**src/hw/icu_pkg.sv**
```systemverilog
package icu_pkg;
    // Register byte offsets
    localparam logic [7:0] ICU_OFF_CON1L = 8'h00;
    localparam logic [7:0] ICU_OFF_CON2H = 8'h04;
    localparam logic [7:0] ICU_OFF_TMRL = 8'h08;
    localparam logic [7:0] ICU_OFF_TMRH = 8'h0c;
    localparam logic [7:0] ICU_OFF_BUF = 8'h10;
    localparam logic [7:0] ICU_OFF_STAT = 8'h14;

    // First control register fields
    localparam int ICU_MOD_LSB = 0;
    localparam int ICU_CAPTURE_SELECT_BIT = 4;
    localparam int ICU_T32_BIT = 5;
    localparam logic [15:0] ICU_CON1L_RST = 16'h0000;
    localparam logic [15:0] ICU_CON1L_MASK = 16'h003f;

    // Second control register, high half, fields
    localparam int ICU_OUTPUT_ENABLE_SYNC_BIT = 15;
    localparam int ICU_OE_LSB = 8;
    localparam int ICU_OE_W = 6;
    localparam int ICU_GSM_LSB = 6;
    localparam int ICU_AUX_LSB = 3;
    localparam int ICU_ICS_LSB = 0;
    localparam logic [15:0] ICU_CON2H_RST = 16'h0100;
    localparam logic [15:0] ICU_CON2H_MASK = 16'hbfdf;

    // Status register fields
    localparam int ICU_ST_EMPTY = 0;
    localparam int ICU_ST_FULL = 1;
    localparam int ICU_ST_OVF = 2;
    localparam int ICU_ST_DIS = 3;
    localparam int ICU_ST_CNT_LSB = 8;

    // Capture modes
    localparam logic [3:0] ICU_MODE_EDGE = 4'h0;
    localparam logic [3:0] ICU_MODE_RISE = 4'h1;
    localparam logic [3:0] ICU_MODE_FALL = 4'h2;
    localparam logic [3:0] ICU_MODE_BOTH = 4'h3;
    localparam logic [3:0] ICU_MODE_DIV4 = 4'h4;
    localparam logic [3:0] ICU_MODE_DIV16 = 4'h5;

    // Gating modes, auxiliary output and source selects
    localparam logic [1:0] ICU_GSM_LEVEL = 2'h0;
    localparam logic [1:0] ICU_GSM_RISE_EN = 2'h1;
    localparam logic [1:0] ICU_AUX_ROLL = 2'h1;
    localparam logic [1:0] ICU_AUX_MODE = 2'h2;
    localparam logic [2:0] ICU_ICS_PIN = 3'h0;
    localparam logic [2:0] ICU_ICS_CMP1 = 3'h1;
    localparam logic [2:0] ICU_ICS_CMP2 = 3'h2;
    localparam logic [2:0] ICU_ICS_CMP3 = 3'h3;

    // Bus answers and misc
    localparam logic [1:0] ICU_RESP_OKAY = 2'h0;
    localparam logic [1:0] ICU_RESP_SLVERR = 2'h2;
    localparam int ICU_SYNC_IN_W = 5;

    typedef enum logic {ICU_RD_IDLE, ICU_RD_RESP} icu_rd_state_t;
endpackage

```
**src/hw/icu_top.sv**
```systemverilog
// The AXI4-Lite interface to the registers and the address map were decided locally.
`timescale 1ns/1ps
module icu_top
    import icu_pkg::*;
#(
    parameter int ADDR_W = 8,
    parameter int FIFO_DEPTH = 4
)
(
    input wire logic CLK, // Module clock, 100 MHz
    input wire logic RESETN, // Async reset, active low
    input wire logic [ADDR_W-1:0] AWADDR, // Write address
    input wire logic [2:0] AWPROT, // Write protection, unused
    input wire logic AWVALID, // Write address valid
    output logic AWREADY, // Write address ready
    input wire logic [31:0] WDATA, // Write data
    input wire logic [3:0] WSTRB, // Write byte strobes
    input wire logic WVALID, // Write data valid
    output logic WREADY, // Write data ready
    output logic [1:0] BRESP, // Write response
    output logic BVALID, // Write response valid
    input wire logic BREADY, // Write response ready
    input wire logic [ADDR_W-1:0] ARADDR, // Read address
    input wire logic [2:0] ARPROT, // Read protection, unused
    input wire logic ARVALID, // Read address valid
    output logic ARREADY, // Read address ready
    output logic [31:0] RDATA, // Read data
    output logic [1:0] RRESP, // Read response
    output logic RVALID, // Read data valid
    input wire logic RREADY, // Read data ready
    input wire logic CAP_PIN, // Dedicated capture pin, async
    input wire logic [2:0] CMP_IN, // Comparator outputs 1..3, async
    input wire logic GATE_IN, // Gating source, async
    output logic [ICU_OE_W-1:0] OUT_EN, // Output steering enables in force
    output logic AUX_OUT // Auxiliary event output
);
    localparam int AW = $clog2(FIFO_DEPTH);

    // Refuse sizes the pointers cannot serve
    initial
    begin
        if (FIFO_DEPTH < 2 || (1 << AW) != FIFO_DEPTH || ADDR_W < 5)
            $error("icu_top: FIFO_DEPTH must be a power of two >= 2, ADDR_W >= 5");
    end

    function automatic logic hit(input logic [ADDR_W-1:0] a, input logic [7:0] off);
        hit = ({{(ADDR_W-2){1'b0}}, a[ADDR_W-1:2]} == {{(ADDR_W-2){1'b0}}, off[7:2]}) &&
              (ADDR_W == 8 || a[ADDR_W-1:(ADDR_W > 8 ? 8 : ADDR_W-1)] == '0 || ADDR_W < 8);
    endfunction

    function automatic logic [15:0] merge16(input logic [15:0] old, input logic [31:0] d,
                                            input logic [3:0] s);
        merge16 = {s[1] ? d[15:8] : old[15:8], s[0] ? d[7:0] : old[7:0]};
    endfunction

    // Register state
    logic [15:0] con1l_r;
    logic [15:0] con2h_r;
    logic [31:0] tb_r;
    logic [31:0] tmr_sync_r;
    logic [ICU_OE_W-1:0] oe_eff_r;
    logic aux_r;
    logic ovf_r;
    logic dis_r;
    logic [3:0] presc_r;
    logic src_prev_r;
    logic gate_prev_r;
    logic [ICU_SYNC_IN_W-1:0] sync1_r;
    logic [ICU_SYNC_IN_W-1:0] sync2_r;
    logic [AW-1:0] wr_ptr_r;
    logic [AW-1:0] rd_ptr_r;
    logic [AW:0] cnt_r;
    logic aw_hold_r;
    logic w_hold_r;
    logic [ADDR_W-1:0] awaddr_r;
    logic [31:0] wdata_r;
    logic [3:0] wstrb_r;
    logic bvalid_r;
    logic [1:0] bresp_r;
    icu_rd_state_t rd_state_r;
    logic [31:0] rdata_r;
    logic [1:0] rresp_r;
    logic buf_sel_r;
    logic [31:0] mem_q;

    // Control fields
    wire [3:0] mode = con1l_r[ICU_MOD_LSB +: 4];
    wire capture_select = con1l_r[ICU_CAPTURE_SELECT_BIT];
    wire t32 = con1l_r[ICU_T32_BIT];
    wire output_enable_sync = con2h_r[ICU_OUTPUT_ENABLE_SYNC_BIT];
    wire [1:0] gsm = con2h_r[ICU_GSM_LSB +: 2];
    wire [1:0] auxsel = con2h_r[ICU_AUX_LSB +: 2];
    wire [2:0] ics = con2h_r[ICU_ICS_LSB +: 3];

    // Two-stage synchronisers for every asynchronous input
    genvar gi;
    generate
        for (gi = 0; gi < ICU_SYNC_IN_W; gi++)
        begin : g_sync
            always_ff @(posedge CLK or negedge RESETN)
            begin
                if (!RESETN)
                begin
                    sync1_r[gi] <= 1'b0;
                    sync2_r[gi] <= 1'b0;
                end
                else
                begin
                    sync1_r[gi] <= (gi == 0) ? CAP_PIN : (gi == 4) ? GATE_IN : CMP_IN[(gi + 2) % 3];
                    sync2_r[gi] <= sync1_r[gi];
                end
            end
        end
    endgenerate

    // Source and gate selection, edge detection
    wire src_s = (ics == ICU_ICS_PIN) ? sync2_r[0] :
                 (ics == ICU_ICS_CMP1) ? sync2_r[1] :
                 (ics == ICU_ICS_CMP2) ? sync2_r[2] :
                 (ics == ICU_ICS_CMP3) ? sync2_r[3] : 1'b0;
    wire gate_s = sync2_r[4];
    wire rise = src_s & ~src_prev_r;
    wire fall = ~src_s & src_prev_r;
    wire gate_rise = gate_s & ~gate_prev_r;
    wire gate_fall = ~gate_s & gate_prev_r;

    // Mode decode; unlisted codes never capture
    wire mode_ev = (mode == ICU_MODE_EDGE) ? (rise | fall) :
                   (mode == ICU_MODE_RISE) ? rise :
                   (mode == ICU_MODE_FALL) ? fall :
                   (mode == ICU_MODE_BOTH) ? (rise | fall) :
                   (mode == ICU_MODE_DIV4) ? (rise & (presc_r[1:0] == 2'h3)) :
                   (mode == ICU_MODE_DIV16) ? (rise & (presc_r == 4'hf)) : 1'b0;
    wire cap_en = (gsm == ICU_GSM_LEVEL) ? gate_s : ~dis_r;
    wire fire = capture_select & cap_en & mode_ev;

    // Time base: 16-bit mode wraps at the low half so the high half stays zero
    wire tb_wrap = capture_select & (t32 ? (&tb_r) : (&tb_r[15:0]));
    // Narrow mode drops the high half, even if wide counting left it set
    wire [31:0] tb_inc = t32 ? tb_r + 32'h1 : {16'h0, tb_r[15:0] + 16'h1};
    wire [31:0] tb_nxt = (!capture_select || tb_wrap) ? 32'h0 : tb_inc;
    wire [31:0] cap_val = t32 ? tb_r : {16'h0, tb_r[15:0]};

    // FIFO bookkeeping; a capture into a full FIFO is dropped and flagged
    wire empty = (cnt_r == '0);
    wire full = (cnt_r == FIFO_DEPTH[AW:0]);
    wire push = fire & ~full;
    wire ar_hs = ARVALID & ARREADY;
    wire pop = ar_hs & hit(ARADDR, ICU_OFF_BUF) & ~empty;
    wire [AW:0] cnt_nxt = cnt_r + {{AW{1'b0}}, push} - {{AW{1'b0}}, pop};

    // Write path decode
    wire do_write = aw_hold_r & w_hold_r & ~bvalid_r;
    wire w_con1l = do_write & hit(awaddr_r, ICU_OFF_CON1L);
    wire w_con2h = do_write & hit(awaddr_r, ICU_OFF_CON2H);
    wire w_stat = do_write & hit(awaddr_r, ICU_OFF_STAT);
    wire w_ro = do_write & (hit(awaddr_r, ICU_OFF_TMRL) | hit(awaddr_r, ICU_OFF_TMRH) |
                            hit(awaddr_r, ICU_OFF_BUF));
    wire w_ok = w_con1l | w_con2h | w_stat | w_ro;
    wire ovf_clr = w_stat & wstrb_r[0] & wdata_r[ICU_ST_OVF];

    // Read path decode
    wire [31:0] stat_word = {{(23-AW){1'b0}}, cnt_r, 4'h0, dis_r, ovf_r, full, empty};
    wire r_known = hit(ARADDR, ICU_OFF_CON1L) | hit(ARADDR, ICU_OFF_CON2H) |
                   hit(ARADDR, ICU_OFF_TMRL) | hit(ARADDR, ICU_OFF_TMRH) |
                   hit(ARADDR, ICU_OFF_BUF) | hit(ARADDR, ICU_OFF_STAT);
    wire [31:0] r_mux = hit(ARADDR, ICU_OFF_CON1L) ? {16'h0, con1l_r} :
                        hit(ARADDR, ICU_OFF_CON2H) ? {16'h0, con2h_r} :
                        hit(ARADDR, ICU_OFF_TMRL) ? {16'h0, tmr_sync_r[15:0]} :
                        hit(ARADDR, ICU_OFF_TMRH) ? {16'h0, tmr_sync_r[31:16]} :
                        hit(ARADDR, ICU_OFF_STAT) ? stat_word : 32'h0;

    // Bus handshakes; a held channel blocks its next beat until the write completes
    assign AWREADY = ~aw_hold_r;
    assign WREADY = ~w_hold_r;
    assign BVALID = bvalid_r;
    assign BRESP = bresp_r;
    assign ARREADY = (rd_state_r == ICU_RD_IDLE);
    assign RVALID = (rd_state_r == ICU_RD_RESP);
    assign RRESP = rresp_r;
    assign RDATA = buf_sel_r ? mem_q : rdata_r;
    assign OUT_EN = oe_eff_r;
    assign AUX_OUT = aux_r;

    // Write channel capture and response
    always_ff @(posedge CLK or negedge RESETN)
    begin
        if (!RESETN)
        begin
            aw_hold_r <= 1'b0;
            w_hold_r <= 1'b0;
            awaddr_r <= '0;
            wdata_r <= 32'h0;
            wstrb_r <= 4'h0;
            bvalid_r <= 1'b0;
            bresp_r <= ICU_RESP_OKAY;
        end
        else
        begin
            if (AWVALID && !aw_hold_r)
            begin
                aw_hold_r <= 1'b1;
                awaddr_r <= AWADDR;
            end
            if (WVALID && !w_hold_r)
            begin
                w_hold_r <= 1'b1;
                wdata_r <= WDATA;
                wstrb_r <= WSTRB;
            end
            if (do_write)
            begin
                aw_hold_r <= 1'b0;
                w_hold_r <= 1'b0;
                bvalid_r <= 1'b1;
                bresp_r <= w_ok ? ICU_RESP_OKAY : ICU_RESP_SLVERR;
            end
            else if (BREADY)
                bvalid_r <= 1'b0;
        end
    end

    // Read channel; FIFO reads take their data straight from the storage register
    always_ff @(posedge CLK or negedge RESETN)
    begin
        if (!RESETN)
        begin
            rd_state_r <= ICU_RD_IDLE;
            rdata_r <= 32'h0;
            rresp_r <= ICU_RESP_OKAY;
            buf_sel_r <= 1'b0;
        end
        else
        begin
            case (rd_state_r)
                ICU_RD_IDLE:
                begin
                    if (ARVALID)
                    begin
                        rd_state_r <= ICU_RD_RESP;
                        rdata_r <= r_mux;
                        rresp_r <= r_known ? ICU_RESP_OKAY : ICU_RESP_SLVERR;
                        buf_sel_r <= pop;
                    end
                end
                ICU_RD_RESP:
                begin
                    if (RREADY)
                    begin
                        rd_state_r <= ICU_RD_IDLE;
                        buf_sel_r <= 1'b0;
                    end
                    else if (buf_sel_r)
                    begin
                        // Storage output follows the moved pointer, so keep the popped word
                        rdata_r <= mem_q;
                        buf_sel_r <= 1'b0;
                    end
                end
                default:
                    rd_state_r <= ICU_RD_IDLE;
            endcase
        end
    end

    // Control registers; reserved bits stay zero
    always_ff @(posedge CLK or negedge RESETN)
    begin
        if (!RESETN)
        begin
            con1l_r <= ICU_CON1L_RST;
            con2h_r <= ICU_CON2H_RST;
        end
        else
        begin
            if (w_con1l)
                con1l_r <= merge16(con1l_r, wdata_r, wstrb_r) & ICU_CON1L_MASK;
            if (w_con2h)
                con2h_r <= merge16(con2h_r, wdata_r, wstrb_r) & ICU_CON2H_MASK;
        end
    end

    // Time base, read-back copy, steering enables, auxiliary output
    always_ff @(posedge CLK or negedge RESETN)
    begin
        if (!RESETN)
        begin
            tb_r <= 32'h0;
            tmr_sync_r <= 32'h0;
            oe_eff_r <= ICU_CON2H_RST[ICU_OE_LSB +: ICU_OE_W];
            aux_r <= 1'b0;
        end
        else
        begin
            tb_r <= tb_nxt;
            tmr_sync_r <= tb_r;
            if (!output_enable_sync || tb_wrap || !capture_select)
                oe_eff_r <= con2h_r[ICU_OE_LSB +: ICU_OE_W];
            aux_r <= (auxsel == ICU_AUX_ROLL) ? tb_wrap :
                     (auxsel == ICU_AUX_MODE) ? fire : 1'b0;
        end
    end

    // Edge history, prescaler, one-shot gate, overflow flag (set wins over clear)
    always_ff @(posedge CLK or negedge RESETN)
    begin
        if (!RESETN)
        begin
            src_prev_r <= 1'b0;
            gate_prev_r <= 1'b0;
            presc_r <= 4'h0;
            dis_r <= 1'b0;
            ovf_r <= 1'b0;
        end
        else
        begin
            src_prev_r <= src_s;
            gate_prev_r <= gate_s;
            if (!capture_select)
                presc_r <= 4'h0;
            else if (rise)
                presc_r <= presc_r + 4'h1;
            if (!capture_select)
                dis_r <= (gsm == ICU_GSM_RISE_EN); // Rising-edge one-shot waits for its edge
            else if (gsm == ICU_GSM_RISE_EN && gate_rise)
                dis_r <= 1'b0;
            else if (gsm != ICU_GSM_LEVEL && gsm != ICU_GSM_RISE_EN && gate_fall)
                dis_r <= 1'b1;
            if (fire && full)
                ovf_r <= 1'b1;
            else if (ovf_clr)
                ovf_r <= 1'b0;
        end
    end

    // FIFO pointers
    always_ff @(posedge CLK or negedge RESETN)
    begin
        if (!RESETN)
        begin
            wr_ptr_r <= '0;
            rd_ptr_r <= '0;
            cnt_r <= '0;
        end
        else
        begin
            if (push)
                wr_ptr_r <= wr_ptr_r + 1'b1;
            if (pop)
                rd_ptr_r <= rd_ptr_r + 1'b1;
            cnt_r <= cnt_nxt;
        end
    end

    icu_mem #(.WIDTH(32), .DEPTH(FIFO_DEPTH), .AW(AW)) u_mem
    (
        .clk(CLK),
        .resetn(RESETN),
        .we(push),
        .waddr(wr_ptr_r),
        .wdata(cap_val),
        .raddr(rd_ptr_r),
        .rdata(mem_q)
    );

    // Checks
    a_push_count: assert property (@(posedge CLK) disable iff (!RESETN)
        push && !pop |=> cnt_r == $past(cnt_r) + 1'b1) else $error("capture not stored");
    a_sel_gates: assert property (@(posedge CLK) disable iff (!RESETN)
        !capture_select |-> !fire && tb_nxt == 32'h0) else $error("capture while deselected");
    a_rise_only: assert property (@(posedge CLK) disable iff (!RESETN)
        fire && mode == ICU_MODE_RISE |-> src_s && !src_prev_r) else $error("non-rising capture");
    a_fall_only: assert property (@(posedge CLK) disable iff (!RESETN)
        fire && mode == ICU_MODE_FALL |-> !src_s && src_prev_r) else $error("non-falling capture");
    a_both_edges: assert property (@(posedge CLK) disable iff (!RESETN)
        capture_select && cap_en && mode == ICU_MODE_BOTH && (src_s != src_prev_r) |-> fire) else $error("edge missed");
    a_div_sixteen: assert property (@(posedge CLK) disable iff (!RESETN)
        fire && mode == ICU_MODE_DIV16 |=> presc_r == 4'h0) else $error("divide by 16 slip");
    a_narrow_base: assert property (@(posedge CLK) disable iff (!RESETN)
        !t32 |=> tb_r[31:16] == 16'h0) else $error("high half counts in 16-bit mode");
    a_tmr_lag: assert property (@(posedge CLK) disable iff (!RESETN)
        ##2 tmr_sync_r == $past(tb_r, 1)) else $error("timer read-back lag wrong");
    a_oe_hold: assert property (@(posedge CLK) disable iff (!RESETN)
        output_enable_sync && capture_select && !tb_wrap |=> $stable(oe_eff_r)) else $error("enable moved early");
    a_level_gate: assert property (@(posedge CLK) disable iff (!RESETN)
        gsm == ICU_GSM_LEVEL && !gate_s |-> !fire) else $error("capture while gated");
    a_aux_mode: assert property (@(posedge CLK) disable iff (!RESETN)
        auxsel == ICU_AUX_MODE |=> AUX_OUT == $past(fire)) else $error("aux does not follow capture");
    a_pop_read: assert property (@(posedge CLK) disable iff (!RESETN)
        pop && !push |=> cnt_r == $past(cnt_r) - 1'b1 ##0 RVALID) else $error("read did not remove");

    c_wide_capture: cover property (@(posedge CLK) disable iff (!RESETN) push && t32);
    c_fifo_full: cover property (@(posedge CLK) disable iff (!RESETN) fire && full);
    c_buf_read: cover property (@(posedge CLK) disable iff (!RESETN) pop ##1 RVALID && RREADY);
    c_rollover: cover property (@(posedge CLK) disable iff (!RESETN) tb_wrap && !t32);
endmodule

```
**src/hw/icu_mem.sv**
```systemverilog
`timescale 1ns/1ps
// Capture storage; read data leave through a register
module icu_mem
#(
    parameter int WIDTH = 32,
    parameter int DEPTH = 4,
    parameter int AW = 2
)
(
    input wire logic clk, // Module clock
    input wire logic resetn, // Async reset, active low
    input wire logic we, // Write strobe
    input wire logic [AW-1:0] waddr, // Write address
    input wire logic [WIDTH-1:0] wdata, // Write data
    input wire logic [AW-1:0] raddr, // Read address
    output logic [WIDTH-1:0] rdata // Registered read data
);
    logic [WIDTH-1:0] mem_r [DEPTH];

    // Array carries no reset, so it maps onto plain storage
    always_ff @(posedge clk)
    begin
        if (we)
            mem_r[waddr] <= wdata;
    end

    // Registered read port
    always_ff @(posedge clk or negedge resetn)
    begin
        if (!resetn)
            rdata <= '0;
        else
            rdata <= mem_r[raddr];
    end
endmodule

```
**config.mk**
```make
export PLATFORM = sky130hd
export DESIGN_NAME = icu_top
export DESIGN_NICKNAME = d
export VERILOG_FILES = /design/src/hw/icu_pkg.sv /design/src/hw/icu_top.sv /design/src/hw/icu_mem.sv
export SDC_FILE = /design/constraint.sdc
export NUM_CORES = 1
export LEC_CHECK = 0
export BUFFER_PORTS_ARGS = -buffer_cell sky130_fd_sc_hd__buf_2
export CORE_ASPECT_RATIO = 0.6
export CORE_MARGIN = 2
export CORE_UTILIZATION = 53
export CTS_CLUSTER_SIZE = 20
export DETAILED_ROUTE_END_ITERATION = 8
export HOLD_SLACK_MARGIN = 0.15
export PLACE_DENSITY = 0.85
export SKIP_LAST_GASP = 1
export SLEW_MARGIN = 30
export SYNTH_ARGS = -nofsm -noshare
export SYNTH_HDL_FRONTEND = slang
export SYNTH_HIERARCHICAL = 1
export SYNTH_SLANG_ARGS = --single-unit
```
**constraint.sdc**
```tcl
create_clock -name CLK -period 4.6 [get_ports CLK]
set_input_delay 0.92 -clock CLK [delete_from_list [all_inputs] [get_ports CLK]]
set_output_delay 0.92 -clock CLK [all_outputs]
set_load 0.01 [all_outputs]
```
==> results.txt <==
Main combinational cell family by area after synthesis - multiplexers
Tmin final - 3.611 ns
Number of global-route vias before repair - 8285
Kind of critical path - reg2reg
IO Port Bufs - 86
Compound-Gate Fraction of Synth Area - 0.05736
Area growth, synth to finish - 12.83%
Multiplexer area fraction after synthesis - 0.1364
Post-CTS Setup Bufs - 0
Clk pwr share - 0.337
Setup WS pre-CTS - 1.091 ns
Total Power - 0.007621 W
Gr ovfl total - 0
CTS Buf Count - 29
Slowest library cell on the worst path - dfrtp_1
Post-DR wirelength/cell - 22.49 microns
# rows - 45
CTS tree - done
Core outline area - 0.02522 sq mm
P per Cell Area - 498.7 mW/mm^2
Comb pwr share - 0.154
Post-synthesis instance total - 894
Dpl hpwl - 19870 microns
Tcrit/Tclk final - 0.7849
Mean post-synth cell area - 15.15 sq um
Vias - 8061
Initial antenna violation count - 0
Post-route worst setup slack - 0.9895 ns
Die W - 210.4 microns
Critical Path RT - 5.04 ns
Synth Register Bits - 338
Status - complete, no violations
Largest stage delay on the critical path - 0.45 ns
Fin. Hold Viols - 0
Main synth FF type - dfrtp_1
Synth Cell Area - 0.01355 sq mm
Worst Max-Slew Pin Slew - 0.9797 ns
DR pass1 iterations - 8
Final core utilization - 0.6059
Final nets - 1059
Full die area - 0.02689 sq mm
P_sw - 0.002052 W
Via density - 6.047
Internal power - 0.005569 W
Hold buffer count at CTS - 0
Top post-synthesis cells by count - 208 x dfrtp_1, 128 x edfxtp_1, 77 x mux2_2
Reg clk slew, reported paths - 0.07 ns
CP endpoint kind - flip-flop
All-Layer GR Usage - 0.2334
Finished Layout Cells - 1333
Unrepaired setup endpoints after global routing - false
Root buf cell - clkbuf_16
Synth Area in XOR/XNOR - 0.02328
Reg power frac - 0.508
Peak VDD IR - 0.2925 mV
Setup-failing EPs final - 0
Clk Latency, worst-skew pair - 0.56 ns
CP top delay family - adder cells
DR iter-0 viols - 1028
Htree depth - 1
Hold crit path type - reg2reg
CP startpoint kind - flip-flop
Post-synth EDFFs - 128
Leakage dissipation - 6.208 nW
Post-Route WL - 29980 microns
Synth Area in Adders - 0.007020
Post-Place Cells - 1280
Cell Chain, Critical Path - nor2b_1 > a211oi_1 > a211oi_1 > ha_1 > nor2b_1 > o311ai_0 > nor3_1 > nand2_1 > ha_1 > inv_1 > ha_1 > inv_1 > fa_1 > xnor2_1 > xnor2_1
Ys Warns - 6
Count leader, synth - dfrtp_1
ANT nets after route - 0
Worst-case clock buffer depth - 3
Boundary pin count - 118
Clock skew - 0.01316 ns
Slew Viols, Final - 0
Yosys top cell area share - 0.3843
Routability cong. - 0.9248
Number of max-cap violations - 0
Layout cells sized above 1 - 0.2799
Height of the die - 127.8 microns
DRC violations left - 0
First-pass GRT wire length - 47870 microns
CP Max Fanout - 5
Initial core utilization - 0.5370
Worst Path Arrival - 4.05 ns
Most frequent CP cell - ha_1
Critical path buffers and inverters - 2
Simple-gate share of the synthesized area - 0.07916
Sw frac - 0.2693
Sink Count - 338
CTS resizes - 0
Async S/R FF share, synth - 0.6213
# fillers - 1816
Largest net degree at the start of global routing - 101
Max frequency - 0.2770 GHz
Final setup TNS - 0 ns
Synth area leader - dfrtp_1
Yosys cell types - 63
Worst slew margin - 0.3469
Post-synthesis sequential area ratio - 0.6719
# diodes - 0
Largest cells by area after synthesis - dfrtp_1 38%, edfxtp_1 28%, mux2_2 6.4%, mux4_2 5.2%, nor2_1 1.6%
==> cell families (layout without fill, tap and decap cells) <==
logic type | after synthesis | in the layout
DFF | 338 | 338
and+or+nand+nor | 207 | 207
muxes | 127 | 127
AOI/OAI and AO/OA | 112 | 112
buffers and inverters | 66 | 175
xor gates and xnor gates | 36 | 36
adders and majority gates | 7 | 7
other | 1 | 2
==> worst paths after layout <==
kind	cells after the start	start	slack, ns	endpoint
max in group asynchronous	2	RESETN	3.14	sync1_r[3]$_DFF_PN0_
min reg2reg	0	sync1_r[1]$_DFF_PN0_	0.35	sync2_r[1]$_DFF_PN0_
min	0	sync1_r[1]$_DFF_PN0_	0.35	sync2_r[1]$_DFF_PN0_
min in group asynchronous	1	RESETN	0.42	u_mem/rdata[4]$_DFF_PN0_
max	15	con2h_r[0]$_DFFE_PN0P_	0.99	cnt_r[2]$_DFF_PN0_
max reg2reg	15	con2h_r[0]$_DFFE_PN0P_	0.99	cnt_r[2]$_DFF_PN0_
==> layer usage <==
| layer | GRT usage | wire, microns | share of wire | vias up |
|---|---|---|---|---|
| met3 | 0.06247 | 3013 | 0.10 | 52 |
| met5 | 0 | 0 | 0 | - |
| met1 | 0.3569 | 13200 | 0.44 | 4158 |
| li1 | - | - | - | 3461 |
| met2 | 0.3405 | 13250 | 0.44 | 390 |
| met4 | 0.04764 | 516 | 0.017 | 0 |
==> state kept, by name, indices dropped and copies added, names as in the netlist, 2 cells and up <==
signal,flops
OUT_EN,6
sync1_r,5
awaddr_r,6
rd_ptr_r,2
con1l_r,6
wr_ptr_r,2
cnt_r,3
wdata_r,15
tb_r,32
tmr_sync_r,32
u_mem/rdata,32
con2h_r,14
sync2_r,4
u_mem/mem_r,128
rdata_r,32
presc_r,4
wstrb_r,2
==> cell type report <==
type                    count  area [sq um]  area share
flip-flops and latches    338          9104      0.5957
multi-input cells         491          4126      0.2700
repair buffers            100         544.3     0.03561
clock buffers              43         880.8     0.05763
well taps                 329         411.6     0.02693
inverters                  22         82.58    0.005403
clock inverters            10         133.9    0.008760
==> power by group through the flow <==
stage | clock network, W | logic, W | registers [W]
final | 0.00257 | 0.00118 | 0.00387
after detailed placement | 0 | 0.00117 | 0.00392
after CTS | 0.00260 | 0.00118 | 0.00386
after global placement | 0 | 0.00112 | 0.00389
after floorplan | 0 | 0.000868 | 0.00377
after global routing | 0.00274 | 0.00129 | 0.00392
==> cell usage in the layout, fill, tap and decap left out, drive strengths merged, types with 17 or more instances in the layout <==
cell type | netlist | layout
and2 | 21 | 21
inv | 22 | 22
dfrtp | 208 | 208
nand2 | 36 | 36
a22o | 17 | 17
edfxtp | 128 | 128
nor2 | 59 | 59
o21ai | 34 | 34
xnor2 | 23 | 23
buf | 19 | 99
clkbuf | 25 | 44
mux2 | 89 | 89
mux4 | 33 | 33
==> through the flow <==
| stage | area, sq um | hold slack, ns |
|---|---|---|
| final | 15280 | 0.3525 |
| after global routing | 15280 | 0.3565 |
| after CTS | 15280 | 0.3551 |
| after detailed placement | 14270 | 0.3463 |
| after global placement | 14270 | 0.3390 |
| after floorplan | 13550 | 0.3312 |
(Power assumes the default switching activity.)
